File: src/hdl/sfrl_pkg.sv
// Operation
// - In 64-bit mode the extension bit widens the control register field by one bit
// - Access to a control register that is not implemented raises invalid opcode fault
// - Control register eight is the task priority register, reachable only in 64-bit mode
// - Flags bits 63:22, 15, 5, 3 read zero; bit 1 reads one
// - Status flags are updated from results and readable at any privilege
// - Legacy flags view is the low 32 bits of the flags word
// - Single-step trap bit set raises a debug exception after each instruction
// - The instruction that sets the single-step bit does not itself trap
// - Any exception or interrupt taken clears the single-step trap bit
// - Interrupt enable bit gates acceptance of maskable interrupts
// - Interrupt enable bit never affects non-maskable interrupts or exceptions
// - Changing interrupt enable depends on privilege, I/O field and virtual enables
// - I/O instruction with privilege level above the I/O field raises protection fault
// - With virtual enables on, the I/O field steers virtual interrupt handling
// - Task switch through a gate by call, interrupt or exception sets nested task bit
// - Interrupt return in legacy mode with nested task set switches task back
// - Resume flag set suppresses instruction breakpoints
// - Resume flag clears after each instruction, one later after setting return or gate
// - Pushed flags image on exception or interrupted string has resume flag set
// - Pushed image for an instruction breakpoint debug exception has resume flag clear
// - Virtual-8086 bit changes only by task switch or interrupt return, never pop; the code also lets a bus write to the flags offset change it
// - Alignment check and mask both set at level 3 fault on unaligned operands
// - With virtual enables and I/O field below 3, enable changes go to virtual flag; the code does so only when the privilege level is above the I/O field
package sfrl_pkg;
  // Flags word bit positions
  localparam int FLAG_W = 22;
  localparam int B_CF = 0;
  localparam int B_TF = 8;
  localparam int B_IF = 9;
  localparam int B_IO_PRIVILEGE_FIELD = 12;
  localparam int B_NT = 14;
  localparam int B_RF = 16;
  localparam int B_VM = 17;
  localparam int B_AC = 18;
  localparam int B_VIF = 19;
  localparam int B_VIP = 20;
  localparam logic [FLAG_W-1:0] FL_FIXED_ONE = 22'h000002;
  localparam logic [FLAG_W-1:0] FL_WRITABLE = 22'h3f7fd5;
  localparam logic [FLAG_W-1:0] FL_STATUS = 22'h0008d5;
  localparam logic [FLAG_W-1:0] FL_RESET = 22'h000002;
  // Register byte offsets
  localparam int ADDR_W = 8;
  localparam logic [ADDR_W-1:0] A_FLAGS_LO = 8'h00;
  localparam logic [ADDR_W-1:0] A_FLAGS_HI = 8'h04;
  localparam logic [ADDR_W-1:0] A_MODE = 8'h08;
  localparam logic [ADDR_W-1:0] A_TPR = 8'h0c;
  // Mode register fields
  localparam int MODE_W = 7;
  localparam int M_LONG64 = 0;
  localparam int M_CPL = 1;
  localparam int M_VME = 3;
  localparam int M_PVI = 4;
  localparam int M_AM = 5;
  localparam int M_LMA = 6;
  localparam logic [MODE_W-1:0] MODE_RESET = 7'h00;
  // Control register decode
  localparam logic [3:0] CREG_TPR = 4'h8;
  localparam logic [15:0] CREG_IMPL = 16'h011d;
  localparam int TPR_W = 4;
  localparam logic [1:0] PL_LEAST = 2'h3;
  // Kind of retiring instruction
  typedef enum logic [2:0] {
    K_PLAIN = 3'h0,
    K_INTERRUPT_RETURN = 3'h1,
    K_GATE = 3'h3,
    K_POPF = 3'h2,
    K_STI = 3'h6,
    K_CLI = 3'h7
  } sfrl_kind_t;
endpackage : sfrl_pkg

File: src/hdl/sfrl_flags.sv
`timescale 1ns/1ns
module sfrl_flags #(
  parameter logic [15:0] CREG_IMPL = sfrl_pkg::CREG_IMPL
) (
  // Clock, reset and register bus
  input wire logic ref_clk_i,
  input wire logic resetn_i,
  input wire logic hsel_i,
  input wire logic [31:0] haddr_i,
  input wire logic [1:0] htrans_i,
  input wire logic hwrite_i,
  input wire logic [2:0] hsize_i,
  input wire logic [31:0] hwdata_i,
  input wire logic hready_i,
  output logic [31:0] hrdata_o,
  output logic hreadyout_o,
  output logic hresp_o,
  // Core execution events
  input wire logic retire_i,
  input wire logic [2:0] ins_kind_i,
  input wire logic [21:0] flags_img_i,
  input wire logic status_we_i,
  input wire logic [21:0] status_i,
  input wire logic exc_take_i,
  input wire logic exc_brk_i,
  input wire logic task_sw_i,
  input wire logic task_sw_nest_i,
  input wire logic io_instr_i,
  input wire logic mem_unaligned_i,
  input wire logic irq_i,
  input wire logic nmi_i,
  input wire logic brk_hit_i,
  input wire logic creg_acc_i,
  input wire logic creg_wr_i,
  input wire logic reg_extension_bit_i,
  input wire logic [2:0] creg_field_i,
  input wire logic [3:0] creg_wdata_i,
  // Flags view, fault pulses and qualified events
  output logic [63:0] processor_flags_word_o,
  output logic [63:0] pushed_flags_o,
  output logic step_trap_o,
  output logic protection_fault_o,
  output logic alignment_fault_o,
  output logic invalid_opcode_fault_o,
  output logic interrupt_return_task_sw_o,
  output logic irq_accept_o,
  output logic nmi_accept_o,
  output logic brk_fire_o,
  output logic creg_hit_o,
  output logic [3:0] creg_rdata_o
);

  typedef struct packed {
    logic [sfrl_pkg::FLAG_W-1:0] fl;
    logic [sfrl_pkg::MODE_W-1:0] mode;
    logic [sfrl_pkg::TPR_W-1:0] task_priority_reg;
    logic [sfrl_pkg::ADDR_W-1:0] addr;
    logic wr;
    logic ph;
    logic ready;
    logic resp;
    logic [31:0] rdata;
    logic [63:0] pushed;
    logic step_trap;
    logic prot_fault;
    logic align_fault;
    logic ud_fault;
    logic interrupt_return_sw;
    logic irq_acc;
    logic nmi_acc;
    logic brk_fire;
    logic creg_hit;
    logic [sfrl_pkg::TPR_W-1:0] creg_rdata;
  } sfrl_state_t;

  // Reset image: flags and mode from the package, bus idle and ready, no pulses
  localparam sfrl_state_t S_RESET = '{
    fl: sfrl_pkg::FL_RESET,
    mode: sfrl_pkg::MODE_RESET,
    task_priority_reg: '0,
    addr: '0,
    wr: 1'b0,
    ph: 1'b0,
    ready: 1'b1,
    resp: 1'b0,
    rdata: 32'h0,
    pushed: 64'h0,
    step_trap: 1'b0,
    prot_fault: 1'b0,
    align_fault: 1'b0,
    ud_fault: 1'b0,
    interrupt_return_sw: 1'b0,
    irq_acc: 1'b0,
    nmi_acc: 1'b0,
    brk_fire: 1'b0,
    creg_hit: 1'b0,
    creg_rdata: '0
  };

  sfrl_state_t s_q;
  sfrl_state_t s_d;

  // Forces the fixed flag positions whatever is offered
  function automatic logic [sfrl_pkg::FLAG_W-1:0] fix_flags(
    input logic [sfrl_pkg::FLAG_W-1:0] v
  );
    fix_flags = (v & sfrl_pkg::FL_WRITABLE) | sfrl_pkg::FL_FIXED_ONE;
  endfunction : fix_flags

  // Zero-extends the stored flags; no storage exists above the defined bits
  function automatic logic [63:0] widen_flags(
    input logic [sfrl_pkg::FLAG_W-1:0] v
  );
    widen_flags = {{(64 - sfrl_pkg::FLAG_W){1'b0}}, v};
  endfunction : widen_flags

  // True when the privilege level may touch interrupt and I/O controls
  function automatic logic pl_allowed(
    input logic [1:0] pl,
    input logic [1:0] field
  );
    pl_allowed = (pl <= field);
  endfunction : pl_allowed

  logic [1:0] current_priv_level;
  logic [1:0] io_privilege_field;
  logic virt_en;
  logic [3:0] creg_idx;
  logic creg_ok;
  logic [sfrl_pkg::FLAG_W-1:0] img;

  // Next-state logic for bus, flags and fault reporting
  always_comb begin
    s_d = s_q;
    s_d.step_trap = 1'b0;
    s_d.prot_fault = 1'b0;
    s_d.align_fault = 1'b0;
    s_d.ud_fault = 1'b0;
    s_d.interrupt_return_sw = 1'b0;
    s_d.creg_hit = 1'b0;
    s_d.ready = 1'b1;
    s_d.resp = 1'b0;
    current_priv_level = s_q.mode[sfrl_pkg::M_CPL +: 2];
    io_privilege_field = s_q.fl[sfrl_pkg::B_IO_PRIVILEGE_FIELD +: 2];
    virt_en = (s_q.mode[sfrl_pkg::M_VME] | s_q.mode[sfrl_pkg::M_PVI])
              & (io_privilege_field != sfrl_pkg::PL_LEAST);
    img = fix_flags(flags_img_i);
    creg_idx = {s_q.mode[sfrl_pkg::M_LONG64] & reg_extension_bit_i, creg_field_i};
    creg_ok = CREG_IMPL[creg_idx]
              & ((creg_idx != sfrl_pkg::CREG_TPR) | s_q.mode[sfrl_pkg::M_LONG64]);

    // Bus data phase writes; unmapped offsets are ignored
    if (s_q.ph && s_q.wr) begin
      unique case (s_q.addr)
        sfrl_pkg::A_FLAGS_LO: s_d.fl = fix_flags(hwdata_i[sfrl_pkg::FLAG_W-1:0]);
        sfrl_pkg::A_MODE: s_d.mode = hwdata_i[sfrl_pkg::MODE_W-1:0];
        sfrl_pkg::A_TPR: s_d.task_priority_reg = hwdata_i[sfrl_pkg::TPR_W-1:0];
        default: s_d.mode = s_d.mode;
      endcase
    end

    // Later blocks win: bus, status, retire, task switch, exception
    // Status flags from arithmetic results
    if (status_we_i) begin
      s_d.fl = (s_d.fl & ~sfrl_pkg::FL_STATUS) | (status_i & sfrl_pkg::FL_STATUS);
    end

    // Instruction completion effects
    if (retire_i) begin
      s_d.step_trap = s_q.fl[sfrl_pkg::B_TF];
      // Gate transfers keep resume set until the next instruction retires
      if (ins_kind_i != sfrl_pkg::K_GATE) begin
        s_d.fl[sfrl_pkg::B_RF] = 1'b0;
      end
      unique case (ins_kind_i)
        // Nested legacy return hands over to the task switch, flags wait for it
        sfrl_pkg::K_INTERRUPT_RETURN: begin
          if (!s_q.mode[sfrl_pkg::M_LMA] && s_q.fl[sfrl_pkg::B_NT]) begin
            s_d.interrupt_return_sw = 1'b1;
          end else begin
            s_d.fl = img;
          end
        end
        // Pop keeps mode, virtual bits and, except at level 0, the I/O field out of the caller's reach
        sfrl_pkg::K_POPF: begin
          s_d.fl = img;
          s_d.fl[sfrl_pkg::B_VM] = s_q.fl[sfrl_pkg::B_VM];
          s_d.fl[sfrl_pkg::B_RF] = 1'b0;
          s_d.fl[sfrl_pkg::B_VIF +: 2] = s_q.fl[sfrl_pkg::B_VIF +: 2];
          if (!pl_allowed(current_priv_level, io_privilege_field)) begin
            s_d.fl[sfrl_pkg::B_IF] = s_q.fl[sfrl_pkg::B_IF];
          end
          if (current_priv_level != 2'h0) begin
            s_d.fl[sfrl_pkg::B_IO_PRIVILEGE_FIELD +: 2] = io_privilege_field;
          end
        end
        // Enable changes reach the real bit, the virtual bit or a fault
        sfrl_pkg::K_STI, sfrl_pkg::K_CLI: begin
          if (pl_allowed(current_priv_level, io_privilege_field)) begin
            s_d.fl[sfrl_pkg::B_IF] = (ins_kind_i == sfrl_pkg::K_STI);
          end else if (virt_en) begin
            if (ins_kind_i == sfrl_pkg::K_STI && s_q.fl[sfrl_pkg::B_VIP]) begin
              s_d.prot_fault = 1'b1;
            end else begin
              s_d.fl[sfrl_pkg::B_VIF] = (ins_kind_i == sfrl_pkg::K_STI);
            end
          end else begin
            s_d.prot_fault = 1'b1;
          end
        end
        default: s_d.fl = s_d.fl;
      endcase
    end

    // Task switch loads the new task image, marks nesting through a gate
    if (task_sw_i) begin
      s_d.fl = img;
      if (task_sw_nest_i) begin
        s_d.fl[sfrl_pkg::B_NT] = 1'b1;
      end
    end

    // Exception or interrupt entry: push image, drop single step
    if (exc_take_i) begin
      s_d.pushed = widen_flags(s_d.fl);
      s_d.pushed[sfrl_pkg::B_RF] = ~exc_brk_i;
      s_d.fl[sfrl_pkg::B_TF] = 1'b0;
    end

    // Privilege and alignment checks
    if (io_instr_i && !pl_allowed(current_priv_level, io_privilege_field)) begin
      s_d.prot_fault = 1'b1;
    end
    s_d.align_fault = mem_unaligned_i & s_q.fl[sfrl_pkg::B_AC]
                      & s_q.mode[sfrl_pkg::M_AM] & (current_priv_level == sfrl_pkg::PL_LEAST);

    // Interrupt and breakpoint qualification
    s_d.irq_acc = irq_i & s_q.fl[sfrl_pkg::B_IF];
    s_d.nmi_acc = nmi_i;
    s_d.brk_fire = brk_hit_i & ~s_q.fl[sfrl_pkg::B_RF];

    // Control register access decode
    if (creg_acc_i) begin
      s_d.ud_fault = ~creg_ok;
      if (creg_ok && creg_idx == sfrl_pkg::CREG_TPR) begin
        s_d.creg_hit = 1'b1;
        if (creg_wr_i) begin
          s_d.task_priority_reg = creg_wdata_i;
        end else begin
          s_d.creg_rdata = s_q.task_priority_reg;
        end
      end
    end

    // Bus address phase; read data taken from the updated state
    s_d.ph = hsel_i & htrans_i[1] & hready_i;
    s_d.wr = hwrite_i;
    s_d.addr = haddr_i[sfrl_pkg::ADDR_W-1:0];
    s_d.rdata = 32'h0;
    if (s_d.ph && !hwrite_i) begin
      unique case (s_d.addr)
        sfrl_pkg::A_FLAGS_LO: s_d.rdata = {10'h0, s_d.fl};
        sfrl_pkg::A_MODE: s_d.rdata = {25'h0, s_d.mode};
        sfrl_pkg::A_TPR: s_d.rdata = {28'h0, s_d.task_priority_reg};
        default: s_d.rdata = 32'h0;
      endcase
    end
  end

  // State register
  always_ff @(posedge ref_clk_i) begin
    if (!resetn_i) begin
      s_q <= S_RESET;
    end else begin
      s_q <= s_d;
    end
  end

  // Outputs straight from state
  assign hrdata_o = s_q.rdata;
  assign hreadyout_o = s_q.ready;
  assign hresp_o = s_q.resp;
  assign processor_flags_word_o = widen_flags(s_q.fl);
  assign pushed_flags_o = s_q.pushed;
  assign step_trap_o = s_q.step_trap;
  assign protection_fault_o = s_q.prot_fault;
  assign alignment_fault_o = s_q.align_fault;
  assign invalid_opcode_fault_o = s_q.ud_fault;
  assign interrupt_return_task_sw_o = s_q.interrupt_return_sw;
  assign irq_accept_o = s_q.irq_acc;
  assign nmi_accept_o = s_q.nmi_acc;
  assign brk_fire_o = s_q.brk_fire;
  assign creg_hit_o = s_q.creg_hit;
  assign creg_rdata_o = s_q.creg_rdata;

endmodule : sfrl_flags

File: config.mk
export PLATFORM = sky130hd
export DESIGN_NAME = sfrl_flags
export DESIGN_NICKNAME = d
export VERILOG_FILES = /design/src/hdl/sfrl_pkg.sv /design/src/hdl/sfrl_flags.sv
export SDC_FILE = /design/constraint.sdc
export NUM_CORES = 1
export LEC_CHECK = 0
export BUFFER_PORTS_ARGS = -buffer_cell sky130_fd_sc_hd__buf_4
export CAP_MARGIN = 20
export CORE_ASPECT_RATIO = 2
export CORE_MARGIN = 1
export CORE_UTILIZATION = 32
export DETAILED_ROUTE_END_ITERATION = 10
export REMOVE_ABC_BUFFERS = 1
export SLEW_MARGIN = 10
export SYNTH_ARGS = -nofsm -noshare
export SYNTH_HDL_FRONTEND = slang
export SYNTH_SLANG_ARGS = --single-unit
File: constraint.sdc
create_clock -name ref_clk_i -period 2 [get_ports ref_clk_i]
set_input_delay 0.2 -clock ref_clk_i [delete_from_list [all_inputs] [get_ports ref_clk_i]]
set_output_delay 0.2 -clock ref_clk_i [all_outputs]
set_load 0.02 [all_outputs]
## After elaboration in Yosys (flattened, before gate mapping)

Memories as Yosys holds them, arrays and structs flattened.
Index checks and enable logic that the tools add are counted.

- Order comparisons: 2
- Eq/ne operators: 13
- Muxes and demuxes: 36
- Bitwise operators: 17
- Reduce and logical (&&, ||, !) cells: 18

Operator list:

| operator | count |
|---|---|
| $mux 22 | 5 |
| $pmux 22 s3 | 1 |
| $pmux 9 s2 | 2 |
| $mux 33 | 1 |
| $eq 8x4->1 const B | 4 |
| $or 22x12->22 | 1 |
| $mux 4 | 5 |
| $logic_not 8->1 | 2 |
| $mux 1 | 16 |
| $and 1x1->1 | 10 |
| $mux 7 | 1 |
| $eq 3x3->1 const B | 2 |
| $logic_and 1x1->1 | 6 |
| $pmux 1 s3 | 2 |
| $reduce_and 2->1 | 3 |
| $reduce_and 3->1 | 2 |
| $lt 4x5->1 const B | 1 |
| $mux 5 | 1 |
| $eq 4x4->1 const B | 1 |
| $ne 4x4->1 const B | 1 |
| $not 1->1 | 4 |
| $pmux 2 s2 | 1 |
| $eq 3x1->1 const B | 1 |
| $eq 3x2->1 const B | 1 |
| 9 further kinds | 12 |

- Register bits: 112
- Memory bits (read-only): 16
- Bits of input ports: 142
- Output and inout port bits: 175
- Logic and storage cells: 107
- Memories: 1

Memories:

| memory | words | width | read ports | clocked after memory_dff | write ports | line | source |
|---|---|---|---|---|---|---|---|
| (no name shown) | 16 | 1 | 1 | 0 | 0 | sfrl_flags.sv:149 | `creg_ok = CREG_IMPL[creg_idx]` |

## Depth between registers and ports, before layout

Gate-level depths: netlist of the first run.

- Depth in word-level cells: 13
- Depth in mapped cells: 8
- Gate-level depth less buffers: 8

## Least setup slack after synthesis of the first run

Ideal clock, no wire load.

- Kind: reg-to-reg
- Start point: register s_q[118] (netlist name)
- End point: register s_q, in the netlist hrdata_o[0]
- Setup time: 0.115 ns
- Arrival time: 1.785 ns
- Required time: 1.885 ns
- Path slack: 0.100 ns
- Cell stages (with the launch flop): 8
- Path buffers: 1
- Clock period less this slack: 1.900 ns
- Cells stage by stage: dfxtp_1 or4_4 nor2_4 and3_1 buf_6 mux2i_1 a211oi_1 o21a_1

- Word-level cells in the longest chain between the ends: 9
- Elaborated cells between the ends (all ways): 16
- Those cells by class: eq/ne (2); mux (13); reduce/logical (1)

Ends and longest elaborated chain:

| item | line | source |
|---|---|---|
| from (decl) | sfrl_flags.sv:100 | `sfrl_state_t s_q;` |
| from (signal assigned) | sfrl_flags.sv:273 | `s_q <= S_RESET;` |
| from (signal assigned) | sfrl_flags.sv:275 | `s_q <= s_d;` |
| $logic_not 8->1 | n/a |  |
| $mux 22 | sfrl_flags.sv:154 | `unique case (s_q.addr)` |
| $mux 33 (*) | sfrl_flags.sv:153 | `if (s_q.ph && s_q.wr) begin` |
| $mux 22 | sfrl_flags.sv:164 | `if (status_we_i) begin` |
| $mux 22 | sfrl_flags.sv:178 | `if (!s_q.mode[sfrl_pkg::M_LMA] && s_q.fl[sfrl_pkg::B_NT]) begin` |
| $pmux 9 s2 | sfrl_flags.sv:175 | `unique case (ins_kind_i)` |
| $mux 22 | sfrl_flags.sv:169 | `if (retire_i) begin` |
| $mux 22 | sfrl_flags.sv:216 | `if (task_sw_i) begin` |
| $pmux 22 s3 (*) | sfrl_flags.sv:261 | `unique case (s_d.addr)` |

Mark *: on every way between the ends. The rest lies on a longest branch, timed or not.
A chain may end at the register's enable or synchronous reset.

## Final worst setup path of the first run

- Start point: register s_q[118] (netlist name)
- End point: register s_q, in the netlist hrdata_o[3]

- Word-level cells in the longest chain between the ends: 10
- Elaborated cells between the ends (all ways): 17
- Those cells by class: eq/ne (2); mux (13); bitwise (1); reduce/logical (1)

Ends and longest elaborated chain:

| item | line | source |
|---|---|---|
| $logic_not 8->1 | n/a |  |
| $mux 22 | sfrl_flags.sv:154 |  |
| $mux 33 (*) | sfrl_flags.sv:153 |  |
| $or 22x12->22 | sfrl_flags.sv:165 | `s_d.fl = (s_d.fl & ~sfrl_pkg::FL_STATUS) \| (status_i & sfrl_pkg::FL_STATUS);` |
| $mux 22 | sfrl_flags.sv:164 |  |
| $mux 22 | sfrl_flags.sv:178 |  |
| $pmux 9 s2 | sfrl_flags.sv:175 |  |
| $mux 22 | sfrl_flags.sv:169 |  |
| $mux 22 | sfrl_flags.sv:216 |  |
| $pmux 22 s3 (*) | sfrl_flags.sv:261 |  |

Marks and branches as above.

==> metrics, run 1 <==
Fin. Hold Viols=0; status=complete, no violations; PD cells=721.7 mW/mm^2; yosys warns=0; Area contributors post-synth=dfxtp_1, buf_4, mux2i_1; initial core utilization=0.3260; clk_lat worst skew=0.35 ns; Die Height=186.8 um; pre-CTS setup slack=-0.09726 ns; layout cells sized above 1=0.3687; DR iter-0 viols=152; WP data required=2.24 ns; Worst-path clk slew=roughly 0.070 ns; Cell Area, Synth=about 0.0055 mm^2; GRT Resource Usage Total=0.1829; placed insts=957; Synth area leader=dfxtp_1; Antenna Cells=0; WHS Path Cells=2; count of cell types in the netlist=58; drt wl/cell=16.34 um; Row Count=67; RSZ-0062 raised after global routing=true; Final TNS setup=0 ns; area of the multi-input gates=0.002595 mm^2; share of the synthesized area in the top cell type=0.3662; FMAX=500.1 MHz; Post-DRT Antenna Nets=0; fin util=0.4169; vias per cell=4.653; Placer Congestion=0.8972; worst reg-to-reg path cell count=6; H-tree Lvls=3; Critical-path top delay cell=or4_4; CP delay by family, top=simple AND/OR/NAND/NOR gates; CP cell instances=or4_4 > nor2_4 > and3_4 > mux2i_4 > a211oi_2 > o21a_1; syn avg cell area=8.595 um^2; CP Capture Type=register; Detail Placement HPWL=12490 um; RR Endpoint=hrdata_o[3]; fin crit share=0.9999; CTS sink count=100; Worst EP arrival=2.24 ns; register bit count reported by yosys=100; worst clock skew=0.007539 ns; die area=0.01764 mm^2; fin area=0.006989 mm^2; largest net degree at the start of global routing=27; core area=0.01677 mm^2; Buf/Inv on CP=0; register-to-register setup slack=0.0003 ns; dpl cell area=0.006372 mm^2; sequential element share of the synthesized area=0.3662; area grow syn2layout=27.86%; FILL cells=between 1.5k and 2k; first-pass GRT wire length=23540 um; Post-synth ARST share=0; via count=4560; max-cap violations=0; CP max FO=4; Register Area=0.002007 mm^2; fin cells=980; hold_buf cts=0; number of port buffers=~160; CTS tree=yes; post-route worst setup slack=0.0002691 ns; I/O pin cnt=317; die extent in x=94.42 um; Residual DRC=0; Root Buffer=clkbuf_16; Final Setup Violations=0; Static Leakage=0.003207 uW; Layout Nets=912; Post-synth EDFFs=0; Critical R2R Launch=s_q[118]; critical path startpoint category=register; critical setup path kind=reg -> reg; Total Wirelength=16010 um; Hold Crit Start=exc_brk_i; vias in the first global route=approximately 4.3k; Hold Crit Class=in -> reg; Period minus WS final=2.000 ns; DR pass1 iterations=4; initial antenna violation count=0; VDD IR-drop max=~0.00036 V; CP max stage delay=0.56 ns; Hold Path Sink=pushed_flags_o[16]; top_reg_cell synth=dfxtp_1; Remaining Overflow, GRT=0; cts bufs inserted=9; Max Root-Sink Buffers=2; final slew viol count=0; Synth Instances=around 640
==> sequential cells by signal, summed over array words and instances (netlist names), 2 cells and up <==
register / cells
creg_rdata_o: 4
current_priv_level: 2
hrdata_o: 22
processor_flags_word_o: 22
pushed_flags_o: 22
s_q: 19
==> synthesized netlist by cell type (2+ instances only) <==
library cell    n
a211oi_1       16
a21oi_1        17
a221oi_1        3
a2bb2oi_1       2
a311oi_1        2
a31oi_1         8
a32o_1          2
and2_1         13
and3_1          6
buf_2           3
buf_4         166
buf_6           3
clkbuf_1       21
conb_1          2
dfxtp_1       100
ha_1            2
inv_1           6
mux2_2          3
mux2i_1        30
nand2_1        28
nand2b_1        6
nand3_1        21
nand3b_1        5
nand4_1         4
nand4b_1        2
nor2_1         65
nor2b_1         7
nor3_1          7
nor3b_1         4
nor4_1          4
o211ai_1        2
o21a_1          6
o21ai_0        30
o221ai_1        2
o22ai_1         9
o31ai_1         5
or2_2           2
or4_4           2
==> how the worst max path moves through the flow <==
stage,startpoint,cells after the start,end
2_1_floorplan,processor_flags_word_o[14],6,hrdata_o[4]
3_3_place_gp,processor_flags_word_o[14],8,hrdata_o[2]
3_5_place_dp,processor_flags_word_o[13],9,pushed_flags_o[9]
4_1_cts,s_q[118],7,hrdata_o[3]
5_1_grt,s_q[113],6,hrdata_o[3]
6_report,s_q[118],6,hrdata_o[3]
==> area by class of cell <==
type / count / share of cell area
Multi-Input combinational cell: 427 / 0.3713
Sequential cell: 100 / 0.2871
Timing Repair Buffer: 222 / 0.2517
Tap cell: 207 / 0.03706
Clock buffer: 9 / 0.03222
Clock inverter: 7 / 0.01629
Inverter: 8 / 0.004296
==> where the power goes <==
part           switching, uW  internal, uW
clock network            786          1220
registers               45.1          2060
logic                    564           367
total                   1400          3650
==> cell usage in the layout, fill, tap and decap left out, drive strengths merged, types with 3 or more instances in the layout <==
| master | Yosys | routed |
|---|---|---|
| and3 | 6 | 6 |
| nand2 | 29 | 29 |
| a31oi | 8 | 8 |
| nand4 | 4 | 4 |
| a21oi | 18 | 18 |
| clkinv | 1 | 4 |
| o22ai | 9 | 9 |
| inv | 7 | 8 |
| dfxtp | 100 | 100 |
| o21a | 6 | 6 |
| nor3b | 4 | 4 |
| nor2 | 66 | 66 |
| clkbuf | 22 | 9 |
| o31ai | 5 | 5 |
| a221oi | 3 | 3 |
| nor2b | 7 | 7 |
| o21ai | 30 | 30 |
| bufinv | 0 | 3 |
| nor4 | 5 | 5 |
| nand3 | 22 | 22 |
| nand3b | 5 | 5 |
| nor3 | 8 | 8 |
| mux2i | 30 | 30 |
| and2 | 13 | 13 |
| mux2 | 3 | 3 |
| conb | 2 | 96 |
| a211oi | 16 | 16 |
| nand2b | 6 | 6 |
| buf | 173 | 222 |
==> logic make-up after synthesis <==
logic type | count (synthesis) | share of synthesized area
other cells | 2 | 0.001374
mux | 33 | 0.06111
simple gates | 185 | 0.1769
flops | 100 | 0.3662
fa+ha+maj | 2 | 0.004577
buf+inv | 203 | 0.2584
compound gates | 111 | 0.1314
==> stage by stage <==
step	hold WS [ns]	power, uW
after global placement	0.3903	3024
final	0.03417	5044
after global routing	0.03704	5241
after floorplan	0.2781	2584
after detailed placement	0.3954	3029
after CTS	0.02178	5050
==> layer usage <==
metal	vias up	GRT usage	routed length, um
met2	233	0.3517	8863
met5	-	0	0
li1	2193	-	-
met1	2100	0.1797	5544
met4	0	0.08402	580
met3	34	0.03496	1025
==> repair_timing <==
| action | in CTS | in global routing |
|---|---|---|
| setup buffers | 7 | 1 |
| endpoints found under the setup margin | 10 | 39 |
| gates resized for setup | 6 | 48 |
| pin swaps | 5 | 21 |
Note: power is estimated with default switching activity, not from simulation.
==> run 2: changes to the inputs <==
- ABC_AREA: default -> 1
- MAX_ROUTING_LAYER: default -> met4
==> run 2 against run 1 <==
Against the previous run: synthesized cell count increased by 23%; total power decreased by 3.3%; worst setup slack improved by 0.26 ns; synthesized area increased by 1.5%; maximum frequency increased by 15%; via count increased by 1.3%; critical endpoint is now pushed_flags_o[9].
==> metrics, run 2 <==
status=complete, no violations; Register Area=0.002002 mm^2 (-0.25%); synth cell count leaders=buf_4, nand2_1, dfxtp_1; GR peak layer=met2; area grow syn2layout=16.46%; GRT Resource Usage Total=0.1765 (-0.006440); most frequent cells in the layout=buf_4, nand2_1, dfxtp_1, conb_1, nor2_1; pre-CTS setup slack=0.1672 ns (+0.2645 ns); Hold Crit Start=exc_brk_i; Worst EP arrival=1.97 ns (-0.27 ns); Hold Path Sink=pushed_flags_o[16]; hold_buf cts=0 (unchanged); most common library cell in the layout ignoring fill and taps=buf_4; cts bufs inserted=9 (unchanged); core area=0.01685 mm^2 (+0.50%); initial core utilization=0.3293 (+0.003279); initial antenna violation count=0 (unchanged); Post-synth ARST share=0 (unchanged); Critical R2R Launch=processor_flags_word_o[13]; Int Pwr=3512 uW (-3.7%); number of port buffers=161 (unchanged); fin crit share=0.8713 (-0.1286); DR iter-0 viols=195 (+28%); WHS Path Cells=2 (unchanged); die extent in x=95.12 um (+0.74%); Sequential Power Share=0.432 (+0.015); Cell Area, Synth=0.005549 mm^2 (+1.5%); FMAX=573.9 MHz (+15%); area of the multi-input gates=0.002267 mm^2 (-13%); Total Wirelength=14980 um (-6.4%); Critical-path top delay cell=dfxtp_1; Switch Pwr=1365 uW (-2.2%); critical setup path kind=reg -> reg; Layout Nets=1016 (+11%); Period minus WS final=1.743 ns (-0.2571 ns); Worst-path clk slew=0.07 ns (about the same); Detail Placement HPWL=11760 um (-5.8%); Buf/Inv on CP=2 (+2); Synth Instances=780 (+23%); CP startpoint=processor_flags_word_o[13]; postcts setup bufs=0 (-7); switching part of the total=0.2799 (+0.003232); register bit count reported by yosys=100 (unchanged); layout cells sized above 1=0.2463 (-0.1224); GR Layer Usage met1=0.1759 (-0.003736); Hold Crit Class=in -> reg; Synth area leader=dfxtp_1; I/O pin cnt=317 (unchanged); RSZ-0062 raised after global routing=false; # resized after CTS=0 (-6); Fin. Hold Viols=0 (unchanged); share of the synthesized area in the top cell type=0.3608 (-0.005450); final slew viol count=0 (unchanged); sequential element share of the synthesized area=0.3608 (-0.005450); PD cells=754.6 mW/mm^2 (+4.6%); Die Height=188.2 um (+0.74%); WP data required=2.22 ns (-0.02 ns); first-pass GRT wire length=22710 um (-3.5%); largest net degree at the start of global routing=50 (+85%); worst reg-to-reg path cell count=12 (+6); critical path startpoint category=register; Final TNS setup=0 ns (unchanged); Slew @ Worst Pin=0.6321 ns; Remaining Overflow, GRT=0 (unchanged); via count=4617 (+1.3%); DR pass1 iterations=4 (unchanged); Worst slew margin=0.5758; vias in the first global route=4259 (-1.5%); Area contributors post-synth=dfxtp_1, buf_4, nand2_1; Final Setup Violations=0 (unchanged); VDD IR-drop max=0.0004074 V (+12%); CP Capture Type=register; Post-synth EDFFs=0 (unchanged); RR Endpoint=pushed_flags_o[9]; H-tree Lvls=3 (unchanged); Row Count=67 (unchanged); max-cap violations=0 (unchanged); Static Leakage=0.003410 uW (+6.3%); clk_lat worst skew=0.35 ns (about the same); die area=0.01790 mm^2 (+1.5%); cell depth of the worst setup path=12 (+6); Root Buffer=clkbuf_16; CP cell instances=inv_1 > ha_1 > nand2_1 > nand2_1 > nand2_2 > inv_1 > o21ai_0 > nand2_1 > nand3_1 > nand3_1 > nand2_1 > a21oi_1; met2 Resource Use GR=0.3239 (-0.02783); clock power share=0.404 (+0.006); top_reg_cell synth=dfxtp_1; FILL cells=1802 (+6.1%); CP delay by family, top=simple AND/OR/NAND/NOR gates; post-route worst setup slack=0.2574 ns (+0.2571 ns); count of cell types in the netlist=34 (-41%); CP max stage delay=0.39 ns (-0.17 ns); Max Root-Sink Buffers=2 (unchanged); worst clock skew=0.01327 ns (+0.005728 ns); Placer Congestion=0.8476 (-5.5%); most numerous cell in the Yosys netlist=buf_4; Post-DRT Antenna Nets=0 (unchanged); most frequent CP cell=nand2_1; CP max FO=5 (+1); vias per cell=4.259 (-8.5%); drt wl/cell=13.82 um (-15%); syn avg cell area=7.114 um^2 (-17%); register-to-register setup slack=0.26 ns (+0.26 ns); GR met3 Demand/Resource=0.02906 (-0.005904); CTS sink count=100 (unchanged); yosys warns=0 (unchanged); Comb pwr share=0.164 (-0.021); Residual DRC=0 (unchanged); Antenna Cells=0 (unchanged); CTS tree=yes
[run 2: final cells by class]
cell class,count,share of cell area
clock buffer,11,0.03911
clock inverter,5,0.01278
inverter,78,0.04530
multi-input combinational,509,0.3508
sequential,100,0.3098
tap,207,0.04008
timing repair buffer,174,0.2021
[run 2: routing by layer]
layer | vias to the layer above | share of wire
met4 | 0 | 0.030
li1 | 2350 | -
met2 | 209 | 0.55
met3 | 22 | 0.055
met5 | - | 0
met1 | 2036 | 0.36
[run 2: cell families after synthesis]
| kind of cell | count (synthesis) | synth area share |
|---|---|---|
| AND/OR/NAND/NOR | 318 | 0.2483 |
| buffers and inverters | 265 | 0.2961 |
| AO/OA/AOI/OAI | 93 | 0.08906 |
| other | 2 | 0.001353 |
| adder cells (fa/ha/maj) | 2 | 0.004509 |
| flip-flops | 100 | 0.3608 |
[run 2: how the worst max path moves through the flow]
stage	endpoint	slack, ns
floorplan	processor_flags_word_o[9]	0.30
global placement	pushed_flags_o[19]	0.21
detailed placement	pushed_flags_o[19]	0.17
CTS	pushed_flags_o[19]	0.14
global route	pushed_flags_o[9]	0.007
finish	pushed_flags_o[9]	0.26
[run 2: per-stage QoR]
step	cell area, um^2	hold slack, ns	utilization	power (uW)	std cells
floorplan	4552	0.2690	-	2604	687
global placement	6117	0.3808	0.3630	2947	1068
detailed placement	6117	0.3856	0.3630	2954	1068
CTS	6452	0.004443	0.3829	4933	1084
global route	6462	0.005151	0.3835	5086	1084
finish	6462	0.01670	0.3835	4877	1084
[run 2: power groups by stage]
stage,clock network [uW],logic (uW),registers (uW)
after detailed placement,0,801,2150
after CTS,2020,803,2110
after global placement,0,795,2150
after floorplan,0,382,2220
after global routing,2080,888,2110
final,1970,799,2110
==> run 3: changes to the inputs <==
- ABC_AREA: 1 -> default
- CORE_UTILIZATION: 32 -> 30
==> run 3 against run 2 <==
Against the previous run: global-route usage shrank 0.34 points; worst setup slack lost 0.25 ns; final cell count shrank 9.1%; clock power shrank 10%; combinational power grew 16%; critical path depth shrank 5; highest routed layer unchanged.
==> metrics, run 3 (synthesized netlist as in run 1, its figures left out) <==
status=complete, no violations; largest net degree at the start of global routing=26 (-48%); Die Height=192.9 um (+2.5%); core area=0.01778 mm^2 (+5.5%); Sequential Power Share=0.438 (+0.006); cts bufs inserted=9 (unchanged); switching part of the total=0.2914 (+0.01154); Period minus WS final=1.994 ns (+0.2518 ns); Power Total=4803 uW (-1.5%); Total Wirelength=16230 um (+8.3%); most common library cell in the layout ignoring fill and taps=buf_4; final slew viol count=0 (unchanged); CP max stage delay=0.56 ns (+0.17 ns); CTS sink count=100 (unchanged); die extent in x=97.45 um (+2.5%); CP cell instances=or4bb_4 > buf_6 > o31ai_2 > a31oi_1 > mux2i_2 > o22ai_1 > and2_4; Comb pwr share=0.193 (+0.029); Critical-path top delay cell=or4bb_4; Remaining Overflow, GRT=0 (unchanged); Static Leakage=0.003136 uW (-8.0%); Hold Crit Class=in -> reg; die area=0.01880 mm^2 (+5.0%); GRT Resource Usage Total=0.1731 (-0.003382); placed insts=967 (-9.5%); Root Buffer=clkbuf_16; via count=4542 (-1.6%); Critical R2R Launch=s_q[113]; DR iter-0 viols=141 (-28%); Hold Crit Start=exc_brk_i; Fin. Hold Viols=0 (unchanged); area of the multi-input gates=0.002539 mm^2 (+12%); VDD IR-drop max=0.0005030 V (+23%); initial antenna violation count=0 (unchanged); Max Root-Sink Buffers=2 (unchanged); CP delay by family, top=simple AND/OR/NAND/NOR gates; Worst EP arrival=2.23 ns (+0.26 ns); Register Area=0.002008 mm^2 (+0.31%); Placer Congestion=0.9015 (+6.4%); PD cells=699.6 mW/mm^2 (-7.3%); CTS tree=yes; Detail Placement HPWL=12880 um (+9.6%); FMAX=501.4 MHz (-13%); max-cap violations=0 (unchanged); first-pass GRT wire length=23630 um (+4.0%); Final Setup Violations=0 (unchanged); vias per cell=4.611 (+8.3%); H-tree Lvls=3 (unchanged); clock power share=0.369 (-0.035); worst clock skew=0.01033 ns (-0.002939 ns); Residual DRC=0 (unchanged); DR pass1 iterations=4 (unchanged); Buf/Inv on CP=1 (-1); vias in the first global route=4273 (+0.33%); area grow syn2layout=25.59%; Row Count=69 (+3.0%); fin cells=985 (-9.1%); critical path startpoint category=register; number of port buffers=161 (unchanged); CP startpoint=s_q[113]; WP data required=2.24 ns (+0.02 ns); drt wl/cell=16.48 um (+19%); I/O pin cnt=317 (unchanged); pre-CTS setup slack=-0.02373 ns (-0.1909 ns); post-route worst setup slack=0.005591 ns (-0.2518 ns); RSZ-0062 raised after global routing=true; layout cells sized above 1=0.3640 (+0.1177); clk_lat worst skew=0.35 ns (about the same); Layout Nets=911 (-10%); Post-DRT Antenna Nets=0 (unchanged); CP max FO=2 (-3); Worst-path clk slew=0.07 ns (about the same); CP Capture Type=register; critical setup path kind=reg -> reg; Int Pwr=3403 uW (-3.1%); FILL cells=1806 (+0.22%); fin crit share=0.9972 (+0.1259); initial core utilization=0.3074 (-0.02195); Antenna Cells=0 (unchanged); most frequent cells in the layout=buf_4, conb_1, dfxtp_1, nor2_1, o21ai_0; Switch Pwr=1400 uW (+2.5%)
## run 3: changes by cell type in the layout (fill, tap and decap cells not counted), moves of 7 or more
| cell | before | now |
|---|---|---|
| nand3_1 | 34 | 20 |
| inv_1 | 72 | 6 |
| o21ai_0 | 36 | 29 |
| a211oi_1 | 0 | 13 |
| nor2_1 | 93 | 65 |
| nand2_1 | 149 | 28 |
| o22ai_1 | 1 | 9 |
| mux2i_1 | 0 | 23 |
| and2_1 | 0 | 11 |
| buf_4 | 174 | 214 |
| o21ai_1 | 8 | 1 |
| a21oi_1 | 36 | 17 |
## run 3: layout make-up
cell class	instances	area share
sequential	100	0.2925
clock buffer	9	0.03280
tap	213	0.03882
clock inverter	7	0.01112
timing repair buffer	221	0.2506
inverter	8	0.004374
multi-input combinational	427	0.3698
## run 3: path summary, 6_finish.rpt
| path | endpoint | slack (ns) | depth (start not counted) |
|---|---|---|---|
| max | hrdata_o[6] | 0.006 | 7 |
| min | pushed_flags_o[16] | 0.04 | 2 |
| max reg2reg | hrdata_o[6] | 0.006 | 7 |
| min reg2reg | pushed_flags_o[5] | 0.47 | 2 |
## run 3: per-stage QoR
step	utilization	hold slack, ns	cell area [um^2]	TNS (ns)
3_3_place_gp	0.3597	0.3883	6397	-0.08931
4_1_cts	0.3793	0.02135	6746	-0.01458
2_1_floorplan	-	0.2781	4437	-0.06060
3_5_place_dp	0.3597	0.3895	6397	-0.06050
5_1_grt	0.3860	0.02202	6865	-0.1887
6_report	0.3860	0.03532	6865	0
## run 3: what timing repair did
item | 4_1_cts | 5_1_grt
setup buffers | 2 | 1
endpoints found under the setup margin | 7 | 17
hold buffers | 0 | 0
resized for setup | 8 | 30
pin swaps | 5 | 16
## run 3: power groups by stage
stage	Combinational [uW]	Clock, uW	Sequential, uW
after floorplan	370	0	2210
after global routing	989	1920	2110
after detailed placement	896	0	2150
final	925	1770	2100
after global placement	893	0	2150
after CTS	905	1830	2100
## run 3: metal layers
metal | GRT usage | part of all wire | vias to the layer above
met5 | - | 0 | -
met4 | 0.09106 | 0.039 | 0
met3 | 0.02282 | 0.051 | 29
met2 | 0.3332 | 0.57 | 226
met1 | 0.1653 | 0.34 | 2107
li1 | - | - | 2180
